[src/inc/dip_pkg.sv]
package dip_pkg;

  // Source indices, highest priority first
  localparam int NSRC = 12;
  localparam int SRC_PWD  = 0;
  localparam int SRC_PROG = 1;
  localparam int SRC_LV1  = 2;
  localparam int SRC_LV0  = 3;
  localparam int SRC_ATX  = 4;
  localparam int SRC_ARX  = 5;
  localparam int SRC_EDGE = 6;
  localparam int SRC_DMA  = 7;
  localparam int SRC_BTX  = 8;
  localparam int SRC_BRX  = 9;
  localparam int SRC_TMR  = 10;
  localparam int SRC_SOFT = 11;

  localparam logic [13:0] VEC_RESET = 14'h0000;
  localparam logic [13:0] VEC_PWD   = 14'h002c;
  localparam logic [13:0] VEC_PROG  = 14'h0004;
  localparam logic [13:0] VEC_LV1   = 14'h0008;
  localparam logic [13:0] VEC_LV0   = 14'h000c;
  localparam logic [13:0] VEC_ATX   = 14'h0010;
  localparam logic [13:0] VEC_ARX   = 14'h0014;
  localparam logic [13:0] VEC_EDGE  = 14'h0018;
  localparam logic [13:0] VEC_DMA   = 14'h001c;
  localparam logic [13:0] VEC_BTX   = 14'h0020;
  localparam logic [13:0] VEC_BRX   = 14'h0024;
  localparam logic [13:0] VEC_TMR   = 14'h0028;
  localparam logic [13:0] VEC_SOFT  = 14'h0030;

  // Register offsets
  localparam logic [3:0] ADDR_MASK   = 4'h0;
  localparam logic [3:0] ADDR_CNTL   = 4'h1;
  localparam logic [3:0] ADDR_FC     = 4'h2;
  localparam logic [3:0] ADDR_GLOBAL = 4'h3;
  localparam logic [3:0] ADDR_STAT   = 4'h4;
  localparam logic [3:0] ADDR_MODE   = 4'h5;
  localparam logic [3:0] ADDR_IST    = 4'h6;
  localparam logic [3:0] ADDR_ICLR   = 4'h7;
  localparam logic [3:0] ADDR_IEN    = 4'h8;
  localparam logic [3:0] ADDR_DEPTH  = 4'h9;

  // Control register fields
  localparam int CNTL_SENSE0 = 0;
  localparam int CNTL_SENSE1 = 1;
  localparam int CNTL_SENSE2 = 2;
  localparam int CNTL_NEST   = 4;
  localparam int CNTL_BORROW = 5;

  // Force/clear register: bits 11:0 force, bits 27:16 clear
  localparam int FC_CLR_LSB = 16;

  localparam logic [11:0] MASK_RST  = 12'h000;
  localparam logic [7:0]  MODE_RST  = 8'h00;
  localparam int STACK_DEPTH = 12;

  // Status bits of the event interrupt register
  localparam int EV_TAKEN = 0;
  localparam int EV_OVF   = 1;
  localparam int EV_UNF   = 2;
  localparam int NEV      = 3;

  typedef struct packed {
    logic [3:0]  addr;
    logic [31:0] wdata;
    logic        wr;
    logic        rd;
  } dip_bus_t;

  typedef struct packed {
    logic        valid;
    logic [13:0] vector;
    logic [3:0]  source;
  } dip_vec_t;

endpackage

[src/design/dip_top.sv]
`timescale 1ns/1ps
// Notes on behaviour
// - Four request pins, plus two borrowed inputs when port b is reconfigured.
// - Timer, byte DMA, both serial ports, software and power-down also request.
// - Fixed priority; each level maskable except power-down and reset.
// - Programmable pin and two borrowed inputs select edge or level.
// - Both level pins are always level-sensitive.
// - Edge pin is always edge-sensitive; software may force or clear it.
// - Vector table: reset at zero, then priority order, but power-down sits after timer; software last.
// - Port b transmit/borrowed one and receive/borrowed zero share two slots.
// - Routines run nested or strictly one after another.
// - Pending requests ANDed with mask; highest remaining one is served.
// - One cycle after a mask write, all interrupts are held off.
// - Control register picks nesting and sensing of the three programmable inputs.
// - Write-only force/clear register sets or clears requests; reads zero.
// - Status pushed on entry, popped on exit, twelve levels shared.
// - Global on/off gates all servicing including power-down.
// - After reset, global servicing is enabled.
// - Reset masks all, empties the stack and clears mode status.
// - Power-down request is edge-sensitive and never masked.
module dip_top
  import dip_pkg::*;
#(
  parameter int DEPTH = STACK_DEPTH
) (
  // Clock and reset
  input  wire logic        ref_clk,
  input  wire logic        rst,
  // Register port
  input  wire dip_bus_t    bus,
  output logic [31:0]      rdata,
  // Request pins, active low
  input  wire logic        prog_ext_request_n,
  input  wire logic        level_request_zero_n,
  input  wire logic        level_request_one_n,
  input  wire logic        edge_request_n,
  input  wire logic        borrowed_request_zero_n,
  input  wire logic        borrowed_request_one_n,
  input  wire logic        powerdown_pin_n,
  // Internal event pulses
  input  wire logic        timer_evt,
  input  wire logic        dma_evt,
  input  wire logic        port_a_tx_evt,
  input  wire logic        port_a_rx_evt,
  input  wire logic        port_b_tx_evt,
  input  wire logic        port_b_rx_evt,
  // Sequencer side
  input  wire logic        int_ack,
  input  wire logic        int_return,
  input  wire logic        global_int_on,
  input  wire logic        global_int_off,
  input  wire logic [7:0]  status_in,
  output dip_vec_t         vec,
  output logic [7:0]       status_out,
  output logic             irq
);

  localparam int EXT = 7;
  localparam int DW  = $clog2(DEPTH + 1);

  logic [EXT-1:0] pin_a_r, pin_b_r, pin_c_r;
  logic [EXT-1:0] pin_raw, act, act_prev_r, fall;
  logic [11:0] mask_r, pend, edge_lat_r, fc_set, fc_clr, ack_clr, live;
  logic [5:0]  cntl_r;
  logic        glob_r, mask_hold_r;
  logic [7:0]  mode_r;
  logic [7:0]  stack_r [DEPTH];
  logic [DW-1:0] sp_r;
  logic [11:0] act_lvl_r;
  logic [NEV-1:0] ist_r, ien_r, ev;
  logic [3:0]  win;
  logic        win_ok;
  logic [13:0] win_vec;
  logic        push, pop;
  logic        wr_mask, wr_fc;

  assign pin_raw = {powerdown_pin_n, borrowed_request_one_n,
                    borrowed_request_zero_n, edge_request_n,
                    level_request_one_n, level_request_zero_n,
                    prog_ext_request_n};

  // Three-stage pin synchroniser; a change counts when stages two and three agree
  always_ff @(posedge ref_clk) begin
    if (rst) begin
      pin_a_r <= '1;
      pin_b_r <= '1;
      pin_c_r <= '1;
    end else begin
      pin_a_r <= pin_raw;
      pin_b_r <= pin_a_r;
      pin_c_r <= pin_b_r;
    end
  end

  always_comb begin
    for (int i = 0; i < EXT; i++)
      act[i] = (pin_b_r[i] == pin_c_r[i]) ? ~pin_c_r[i] : act_prev_r[i];
  end

  always_ff @(posedge ref_clk) begin
    if (rst) act_prev_r <= '0;
    else     act_prev_r <= act;
  end

  assign fall = act & ~act_prev_r;
  assign wr_mask = bus.wr && bus.addr == ADDR_MASK;
  assign wr_fc   = bus.wr && bus.addr == ADDR_FC;
  assign fc_set  = wr_fc ? bus.wdata[11:0] : '0;
  assign fc_clr  = wr_fc ? bus.wdata[FC_CLR_LSB +: 12] : '0;

  // Edge-sensing sources latch; the port b slots carry their serial events unless CNTL_BORROW is set
  logic [11:0] edge_in, is_edge;
  always_comb begin
    edge_in = '0;
    is_edge = '0;
    edge_in[SRC_PWD]  = fall[6];
    is_edge[SRC_PWD]  = 1'b1;
    edge_in[SRC_EDGE] = fall[3];
    is_edge[SRC_EDGE] = 1'b1;
    edge_in[SRC_PROG] = fall[0];
    is_edge[SRC_PROG] = cntl_r[CNTL_SENSE2];
    is_edge[SRC_BRX]  = ~cntl_r[CNTL_BORROW] | cntl_r[CNTL_SENSE0];
    is_edge[SRC_BTX]  = ~cntl_r[CNTL_BORROW] | cntl_r[CNTL_SENSE1];
    edge_in[SRC_BRX]  = cntl_r[CNTL_BORROW] ? fall[4] : port_b_rx_evt;
    edge_in[SRC_BTX]  = cntl_r[CNTL_BORROW] ? fall[5] : port_b_tx_evt;
    edge_in[SRC_TMR]  = timer_evt;
    edge_in[SRC_DMA]  = dma_evt;
    edge_in[SRC_ATX]  = port_a_tx_evt;
    edge_in[SRC_ARX]  = port_a_rx_evt;
    is_edge[SRC_TMR]  = 1'b1;
    is_edge[SRC_DMA]  = 1'b1;
    is_edge[SRC_ATX]  = 1'b1;
    is_edge[SRC_ARX]  = 1'b1;
    is_edge[SRC_SOFT] = 1'b1;
  end

  assign ack_clr = (vec.valid && int_ack) ? (12'h001 << vec.source) : '0;

  // Latched requests: set wins over clear; cleared on entry or by software
  always_ff @(posedge ref_clk) begin
    if (rst) edge_lat_r <= '0;
    else edge_lat_r <= ((edge_lat_r & ~fc_clr & ~ack_clr) | edge_in | fc_set)
                       & is_edge;
  end

  always_comb begin
    pend = edge_lat_r;
    pend[SRC_LV0]  = act[1];
    pend[SRC_LV1]  = act[2];
    if (!cntl_r[CNTL_SENSE2]) pend[SRC_PROG] = act[0];
    if (cntl_r[CNTL_BORROW] && !cntl_r[CNTL_SENSE0])
      pend[SRC_BRX] = act[4];
    if (cntl_r[CNTL_BORROW] && !cntl_r[CNTL_SENSE1])
      pend[SRC_BTX] = act[5];
  end

  // Mask AND, nesting filter and fixed-priority pick
  always_comb begin
    live = pend & (mask_r | 12'h001);
    if (mask_hold_r) live = '0;
    if (!glob_r) live = '0;
    if (sp_r != '0) begin
      if (!cntl_r[CNTL_NEST]) live = '0;
      else live = live & ~act_lvl_r & ((act_lvl_r & -act_lvl_r) - 12'h001);
    end
    win = 4'h0;
    win_ok = 1'b0;
    for (int i = NSRC - 1; i >= 0; i--) begin
      if (live[i]) begin
        win = i[3:0];
        win_ok = 1'b1;
      end
    end
  end

  always_comb begin
    case (win)
      4'd0:    win_vec = VEC_PWD;
      4'd1:    win_vec = VEC_PROG;
      4'd2:    win_vec = VEC_LV1;
      4'd3:    win_vec = VEC_LV0;
      4'd4:    win_vec = VEC_ATX;
      4'd5:    win_vec = VEC_ARX;
      4'd6:    win_vec = VEC_EDGE;
      4'd7:    win_vec = VEC_DMA;
      4'd8:    win_vec = VEC_BTX;
      4'd9:    win_vec = VEC_BRX;
      4'd10:   win_vec = VEC_TMR;
      4'd11:   win_vec = VEC_SOFT;
      default: win_vec = VEC_RESET;
    endcase
  end

  always_ff @(posedge ref_clk) begin
    if (rst) vec <= '0;
    else begin
      vec.valid  <= win_ok && !(vec.valid && int_ack);
      vec.vector <= win_vec;
      vec.source <= win;
    end
  end

  assign push = vec.valid && int_ack && sp_r < DW'(DEPTH);
  assign pop  = int_return && sp_r != '0;

  // Status stack and active-level tracking
  always_ff @(posedge ref_clk) begin
    if (rst) begin
      sp_r      <= '0;
      act_lvl_r <= '0;
    end else if (push) begin
      stack_r[sp_r] <= status_in;
      sp_r          <= sp_r + DW'(1);
      act_lvl_r     <= act_lvl_r | (12'h001 << vec.source);
    end else if (pop) begin
      sp_r      <= sp_r - DW'(1);
      act_lvl_r <= act_lvl_r & (act_lvl_r - 12'h001);
    end
  end

  always_ff @(posedge ref_clk) begin
    if (rst) status_out <= '0;
    else if (pop) status_out <= stack_r[sp_r - DW'(1)];
  end

  always_ff @(posedge ref_clk) begin
    if (rst) begin
      mask_r      <= MASK_RST;
      mask_hold_r <= 1'b0;
      cntl_r      <= '0;
      mode_r      <= MODE_RST;
    end else begin
      mask_hold_r <= wr_mask;
      if (wr_mask) mask_r <= bus.wdata[11:0];
      if (bus.wr && bus.addr == ADDR_CNTL) cntl_r <= bus.wdata[5:0];
      if (bus.wr && bus.addr == ADDR_MODE) mode_r <= bus.wdata[7:0];
    end
  end

  always_ff @(posedge ref_clk) begin
    if (rst) glob_r <= 1'b1;
    else if (global_int_off) glob_r <= 1'b0;
    else if (global_int_on) glob_r <= 1'b1;
    else if (bus.wr && bus.addr == ADDR_GLOBAL) glob_r <= bus.wdata[0];
  end

  // Event interrupt: taken, stack overflow, stack underflow
  assign ev[EV_TAKEN] = push;
  assign ev[EV_OVF]   = vec.valid && int_ack && sp_r == DW'(DEPTH);
  assign ev[EV_UNF]   = int_return && sp_r == '0;

  always_ff @(posedge ref_clk) begin
    if (rst) begin
      ist_r <= '0;
      ien_r <= '0;
      irq   <= 1'b0;
    end else begin
      ist_r <= (ist_r & ~((bus.wr && bus.addr == ADDR_ICLR)
                ? bus.wdata[NEV-1:0] : '0)) | ev;
      if (bus.wr && bus.addr == ADDR_IEN) ien_r <= bus.wdata[NEV-1:0];
      irq <= |(ist_r & ien_r);
    end
  end

  always_ff @(posedge ref_clk) begin
    if (rst) rdata <= '0;
    else if (bus.rd) begin
      case (bus.addr)
        ADDR_MASK:   rdata <= {20'h0, mask_r};
        ADDR_CNTL:   rdata <= {26'h0, cntl_r};
        ADDR_GLOBAL: rdata <= {31'h0, glob_r};
        ADDR_STAT:   rdata <= {8'h0, act_lvl_r, pend};
        ADDR_MODE:   rdata <= {24'h0, mode_r};
        ADDR_IST:    rdata <= {29'h0, ist_r};
        ADDR_IEN:    rdata <= {29'h0, ien_r};
        ADDR_DEPTH:  rdata <= 32'(sp_r);
        default:     rdata <= '0;
      endcase
    end else rdata <= '0;
  end

  // Checks
  property p_hold;
    @(posedge ref_clk) disable iff (rst) wr_mask |=> !win_ok;
  endproperty
  a_hold: assert property (p_hold) else $error("mask hold missed");

  property p_glob;
    @(posedge ref_clk) disable iff (rst) !glob_r |-> ##1 !vec.valid;
  endproperty
  a_glob: assert property (p_glob) else $error("served while off");

  property p_pwd;
    @(posedge ref_clk) disable iff (rst)
      vec.valid && vec.source == 4'd0 |-> vec.vector == VEC_PWD;
  endproperty
  a_pwd: assert property (p_pwd) else $error("bad pwd vector");

  property p_tmr;
    @(posedge ref_clk) disable iff (rst)
      vec.valid && vec.source == 4'd10 |-> vec.vector == VEC_TMR;
  endproperty
  a_tmr: assert property (p_tmr) else $error("bad timer vector");

  property p_fc;
    @(posedge ref_clk) disable iff (rst)
      wr_fc && bus.wdata[SRC_EDGE] |=> edge_lat_r[SRC_EDGE];
  endproperty
  a_fc: assert property (p_fc) else $error("force lost");

  property p_stack;
    @(posedge ref_clk) disable iff (rst) push |=> sp_r == $past(sp_r) + 1;
  endproperty
  a_stack: assert property (p_stack) else $error("push lost");

  property p_seq;
    @(posedge ref_clk) disable iff (rst)
      sp_r != '0 && !cntl_r[CNTL_NEST] |-> !win_ok;
  endproperty
  a_seq: assert property (p_seq) else $error("nested in seq mode");

  property p_latch;
    @(posedge ref_clk) disable iff (rst)
      edge_lat_r[SRC_EDGE] && !ack_clr[SRC_EDGE] && !fc_clr[SRC_EDGE]
      |=> edge_lat_r[SRC_EDGE];
  endproperty
  a_latch: assert property (p_latch) else $error("edge dropped");

  c_taken: cover property (@(posedge ref_clk) push);
  c_nest:  cover property (@(posedge ref_clk) push && sp_r == DW'(1));
  c_pop:   cover property (@(posedge ref_clk) pop);

endmodule

[config.mk]
export PLATFORM = sky130hd
export DESIGN_NAME = dip_top
export DESIGN_NICKNAME = d
export VERILOG_FILES = /design/src/inc/dip_pkg.sv /design/src/design/dip_top.sv
export SDC_FILE = /design/constraint.sdc
export NUM_CORES = 1
export LEC_CHECK = 0
export ABC_CLOCK_PERIOD_IN_PS = 3000
export BUFFER_PORTS_ARGS = -buffer_cell sky130_fd_sc_hd__buf_2
export CAP_MARGIN = 20
export CORE_MARGIN = 3
export CORE_UTILIZATION = 52
export DETAILED_ROUTE_END_ITERATION = 7
export GPL_ROUTABILITY_DRIVEN = 0
export GPL_TIMING_DRIVEN = 0
export PLACE_DENSITY = 0.76
export SYNTH_ARGS = -nofsm -noshare
export SYNTH_HDL_FRONTEND = slang
export SYNTH_SLANG_ARGS = --single-unit
[constraint.sdc]
create_clock -name ref_clk -period 3 [get_ports ref_clk]
set_input_delay 0.45 -clock ref_clk [delete_from_list [all_inputs] [get_ports ref_clk]]
set_output_delay 0.45 -clock ref_clk [all_outputs]
set_load 0.01 [all_outputs]
Yosys cells after proc, flatten, opt, wreduce, memory -nomap -nowiden
Memories as Yosys holds them, arrays and structs flattened. A register that Yosys moved wholly into a read port is not among the register bits.
Cells that the tools add are included.

word-level totals
  register bits = 142
  memory bits (writable) = 96
  bits in read-only memories = 64
  input port bits = 65
  output and inout bits = 60
  word-level logic and storage cells = 156
  memories = 2

cells by class
  $add $sub $neg = 5
  $lt $le $gt $ge = 1
  equality and inequality tests = 17
  shift-type cells = 1
  muxes and demuxes = 55
  bitwise logic cells = 31
  reduce and logical (&&, ||, !) cells = 25

memories
  memory           words  bits a word  read ports  clocked after Yosys merged registers in  wr ports  RTL line        text
  stack_r          12     8            1           1                                        1         dip_top.sv:67   logic [7:0] stack_r [DEPTH];
  (no name shown)  16     4            1           1                                        0         dip_top.sv:177  case (win)

operators by type and width
  kind                     count
  $pmux W24 S8             1
  $mux W12                 9
  $and A12 B12 Y12         8
  $mux W4                  14
  $not A12 Y12             3
  $mux W1                  30
  $or A12 B12 Y12          2
  $sub A12 B1 Y12 const B  2
  $eq A4 B3 Y1 const B     4
  $logic_and A1 B1 Y1      15
  $eq A4 B4 Y1 const B     3
  $neg A12 Y12             1
  $or A12 B11 Y12          1
  $shl A1 B4 Y12 const A   1
  $not A1 Y1               9
  $eq A4 B2 Y1 const B     2
  $logic_not A4 Y1         2
  $and A7 B7 Y7            1
  $eq A1 B1 Y1             7
  $not A7 Y7               1
  $and A3 B3 Y3            2
  $add A4 B1 Y4 const B    1
  $eq A4 B1 Y1 const B     1
  $lt A4 B4 Y1 const B     1
  other kinds (11)         14

Logic depth before layout (Yosys ltp)
  depth in word-level cells = 23
  depth in mapped cells = 12
  mapped depth without buffers = 9

Worst setup path after synthesis
Ideal clock, no wire load.

  kind = register to register
  start point = register sp_r[0]
  end point = register, netlist name vec[8]
  arrival time = 2.909 ns
  required time = 2.929 ns
  setup slack = 0.021 ns
  cell stages (with the launch flop) = 12
  path buffers = 2
  period minus slack after synthesis = 2.979 ns
  cell sequence = dfxtp_1 -> buf_2 -> buf_2 -> inv_1 -> ha_1 -> nor3b_2 -> o211ai_1 -> o21ai_0 -> or2_2 -> a211o_1 -> or4_1 -> o21bai_1

between the ends
  cells in the longest elaborated chain, start to end = 14

ends and longest elaborated chain
  item                    RTL line        text
  from (decl)             dip_top.sv:68   logic [DW-1:0] sp_r;
  from (signal assigned)  dip_top.sv:213  sp_r <= sp_r + DW'(1);
  from (signal assigned)  dip_top.sv:216  sp_r <= sp_r - DW'(1);
  $reduce_bool A4 Y1 (*)  dip_top.sv:162  if (sp_r != '0) begin
  $mux W12 (*)            dip_top.sv:162
  $mux W4 (11 in series)  dip_top.sv:169  if (live[i]) begin
  $mux W4 (*)             dip_top.sv:169

Mark *: on every way between the ends. The rest lies on a longest branch, timed or not.
A chain may end at the register's enable or synchronous reset.

Worst setup path after layout
  start point = register sp_r[0]
  end point = register, netlist name vec[8]

between the ends
  cells in the longest elaborated chain, start to end = 14

ends and longest elaborated chain
  item                    RTL line
  $reduce_bool A4 Y1 (*)  dip_top.sv:162
  $mux W12 (*)            dip_top.sv:162
  $mux W4 (11 in series)  dip_top.sv:169
  $mux W4 (*)             dip_top.sv:169

Marked as above.

==> flow_metrics.tcl <==
set metrics [dict create \
    post-route-cell-area_sq_um 11100 \
    grt_start_max_net_pins 15 \
    nNetsFinal 1057 \
    unrepaired_setup_endpoints_after_global_routing "no" \
    total_leakage_power_nw 4.14 \
    sw_ratio_pct 29.0 \
    crit_path_top_delay_cell "sky130_fd_sc_hd__or4_1" \
    first_pass_grt_wire_length_microns 38400 \
    crit_chain "buf_12 -> inv_1 -> ha_4 -> nor3b_4 -> buf_4 -> o211ai_1 -> o21ai_0 -> or2_2 -> a211o_1 -> or4_1 -> o21bai_1" \
    period_minus_slack_ns 2.84 \
    synth_ff_type "sky130_fd_sc_hd__dfxtp_1" \
    detailedRoute.firstPassIterationCount 7 \
    viasPerCell 5.99 \
    ys_seq_elements 226 \
    hp-start "edge_request_n" \
    insertion_delay_ns 0.52 \
    synth_top_cell_area_share_pct 30.5 \
    detailroute.via_count 7352 \
    clk_root_buffer_cell "sky130_fd_sc_hd__clkbuf_16" \
    power_per_cell_area_nw_per_um2 729 \
    synth_enable_flop_cells 96 \
    cts_inserted_buffers 23 \
    rows 48 \
    grtUsageTotal_pct 24.5 \
    period_share_pct 94.7 \
    core_area_sq_um 17500 \
    area.growth.synth_to_final_pct 17.4 \
    clock.fmax_mhz 352 \
    place_area_sq_um 10300 \
    drt-total-wl_microns 24700 \
    cell_internal_pwr_mw 5.74 \
    post_place_setup_slack_ns -0.645 \
    antennaDiodeCount 0 \
    fp.dieArea_sq_um 19800 \
    synth_area_sq_um 9450 \
    worst_r2r_startpoint "sp_r[0]$_SDFFE_PP0P_" \
    die_height_microns 141 \
    worstPathRequired_ns 3.44 \
    grt_antenna_before_repair 0 \
    avgSynthCellArea_sq_um 11.2 \
    critical_path_arrival_ns 3.28 \
    clkTransAtPathRegs_ns 0.06 \
    worst_setup_path_end_kind "flip-flop" \
    clock_power_share_pct 34.1 \
    cts_max_level 1 \
    ys_types 68 \
    synth_sequential_area_ratio_pct 58.1 \
    ys_top_cells_by_area "sky130_fd_sc_hd__edfxtp_1 (31%), sky130_fd_sc_hd__dfxtp_1 (28%), sky130_fd_sc_hd__mux4_2 (5.7%)" \
    run_status "finished clean" \
    worst_slack_ns 0.160 \
    vdd_ir_drop_max_v 0.000555 \
    timing.critical_path.from_type "flip-flop" \
    port-buffer-count 93 \
    startpoint "sp_r[0]$_SDFFE_PP0P_" \
    sequentialPowerShare_pct 41.9 \
    power.switching_mw 2.34 \
    synth_cells 847 \
    post-route-drc-count 0 \
    yosys_warnings 0 \
    critPathKind "flip-flop to flip-flop" \
    cts_tree "yes" \
    die-width_microns 141 \
    ctsLongestPathBuffers 3 \
    maxCapViolations 0 \
    grt_pass1_vias 6992 \
    final_setup_vio_count 0 \
    initial_utilization_pct 53.9 \
    tritoncts_num_sinks 226 \
    timing_worst_slew_pin_value_ns 0.935 \
    post-synth-top-area-cell "sky130_fd_sc_hd__edfxtp_1" \
    async_flop_share_pct 0 \
    power.combinational.fraction_pct 24.0 \
    io_pins 125 \
    grt_overflow 0 \
    wire_per_inst_microns 20.1 \
    worst_path_largest_cell_delay_ns 0.41 \
    fin_worst_skew_ns 0.00757 \
    placed_wire_length_estimate_microns 17100 \
    total_power_mw 8.08 \
    hold_class "input port to flip-flop" \
    relSlewSlack_pct 37.2 \
    detail_route.iter0.violations 698 \
    drv_slew 0 \
    ratio_of_cells_with_drive_above_1_in_the_final_layout_pct 22.3 \
    timing.critical_path.fanout_max 19 \
    ant_nets 0 \
    hold_viol 0 \
]
==> placed cells by master (no fill, tap or decap), types with 23 or more instances in the layout <==
cell,instances
sky130_fd_sc_hd__clkbuf_16,23
sky130_fd_sc_hd__nand2_1,77
sky130_fd_sc_hd__mux2i_1,23
sky130_fd_sc_hd__buf_2,94
sky130_fd_sc_hd__buf_4,25
sky130_fd_sc_hd__edfxtp_1,96
sky130_fd_sc_hd__mux4_2,24
sky130_fd_sc_hd__nor2_1,93
sky130_fd_sc_hd__or2_2,26
sky130_fd_sc_hd__dfxtp_1,129
sky130_fd_sc_hd__clkbuf_1,45
sky130_fd_sc_hd__a21oi_1,70
==> cell type report <==
cell class / count / area (sq um)
plain buffers: 65 / 347
clock inverters: 8 / 101
clock buffers: 31 / 616
repair buffers: 101 / 528
fillers: 1378 / 6450
inverters: 4 / 15.0
well taps: 225 / 282
multi-input cells: 567 / 3710
flip-flops and latches: 226 / 5490
==> power by group through the flow <==
stage | Combinational [mW] | Sequential (mW) | Clock (mW)
floorplan | 1.26 | 3.43 | 0
global placement | 1.73 | 3.43 | 0
detailed placement | 1.76 | 3.44 | 0
CTS | 1.91 | 3.38 | 2.79
global route | 2.09 | 3.39 | 2.91
finish | 1.94 | 3.39 | 2.76
==> critical path: cells and delay by family (launching register included) <==
family,cells,cell delay [ns]
AOI/OAI and AO/OA,4,0.77
adders and majority gates,1,0.20
buffers and inverters,3,0.46
DFF,1,0.38
and+or+nand+nor,3,0.96
==> registers in the layout (all words and copies together) (netlist names), 8 cells and up <==
signal      flops
status_out      8
edge_lat_r     10
stack_r        96
act_lvl_r      12
vec             9
mode_r          8
mask_r         12
rdata          24
==> cell families (layout without fill, tap and decap cells) <==
family / after synthesis / after routing / share of synthesized area, %
AO/OA/AOI/OAI: 177 / 177 / 12.4
XOR/XNOR: 5 / 5 / 0.464
adder cells (fa/ha/maj): 4 / 4 / 0.530
buffers and inverters: 71 / 209 / 3.74
flip-flops: 226 / 226 / 58.1
multiplexers: 48 / 48 / 8.28
other: 1 / 18 / 0.0397
AND/OR/NAND/NOR: 315 / 315 / 16.4
==> metal layers <==
layer  wire length, microns  up-vias  global-route usage [%]
li1                       -     3358                       -
met1                   9860     3545                    31.7
met2                  12200      381                    42.0
met3                   1860       68                    4.21
met4                    763        0                    8.01
met5                      0        -                       0
==> cell usage after synthesis, types with 4 or more instances <==
master                     instances
sky130_fd_sc_hd__nand4_1           4
sky130_fd_sc_hd__clkbuf_1         41
sky130_fd_sc_hd__a311oi_1          4
sky130_fd_sc_hd__buf_4            18
sky130_fd_sc_hd__dfxtp_1         130
sky130_fd_sc_hd__o21ai_0          21
sky130_fd_sc_hd__mux2i_1          23
sky130_fd_sc_hd__a211oi_1         19
sky130_fd_sc_hd__or2_2            26
sky130_fd_sc_hd__nor2b_1           9
sky130_fd_sc_hd__nor3_1           18
sky130_fd_sc_hd__mux4_2           24
sky130_fd_sc_hd__nand3_1          21
sky130_fd_sc_hd__nor4_1            8
sky130_fd_sc_hd__o31ai_1           5
sky130_fd_sc_hd__xnor2_1           4
sky130_fd_sc_hd__inv_1             4
sky130_fd_sc_hd__and3_1           15
sky130_fd_sc_hd__and2_1           11
sky130_fd_sc_hd__nand2b_1         10
sky130_fd_sc_hd__nor2_1           93
sky130_fd_sc_hd__nor3b_1           6
sky130_fd_sc_hd__a22oi_1          10
sky130_fd_sc_hd__a31oi_1           4
sky130_fd_sc_hd__ha_1              4
sky130_fd_sc_hd__a21boi_0          4
sky130_fd_sc_hd__edfxtp_1         96
sky130_fd_sc_hd__nand2_1          77
sky130_fd_sc_hd__o211ai_1          5
sky130_fd_sc_hd__a21oi_1          70
==> what timing repair did <==
action                                 in CTS  in global routing
setup buffers                               4                  1
gates resized for setup                    15                  2
pin swaps                                   2                  4
cloned                                      0                  0
hold buffers                                0                  0
setup endpoints to repair                  20                  4
endpoints found under the hold margin       0                  0
==> final timing paths <==
check	cells after the start	end	slack (ns)
max	11	vec[8]$_SDFF_PP0_	0.16
min	2	pin_a_r[3]$_SDFF_PP1_	0.12
max reg2reg	11	vec[8]$_SDFF_PP0_	0.16
min reg2reg	1	pin_b_r[6]$_SDFF_PP1_	0.41
==> metrics by stage <==
| stage | TNS, ns | std cells | hold WS (ns) | util (%) |
|---|---|---|---|---|
| after floorplan | 0 | 864 | 0.389 | - |
| after global placement | -8.47 | 1182 | 0.393 | 58.5 |
| after detailed placement | -7.01 | 1184 | 0.397 | 58.6 |
| after CTS | 0 | 1226 | 0.101 | 63.2 |
| after global routing | 0 | 1227 | 0.104 | 63.2 |
| final | 0 | 1227 | 0.117 | 63.2 |
Power figures use the tool's default switching activity.
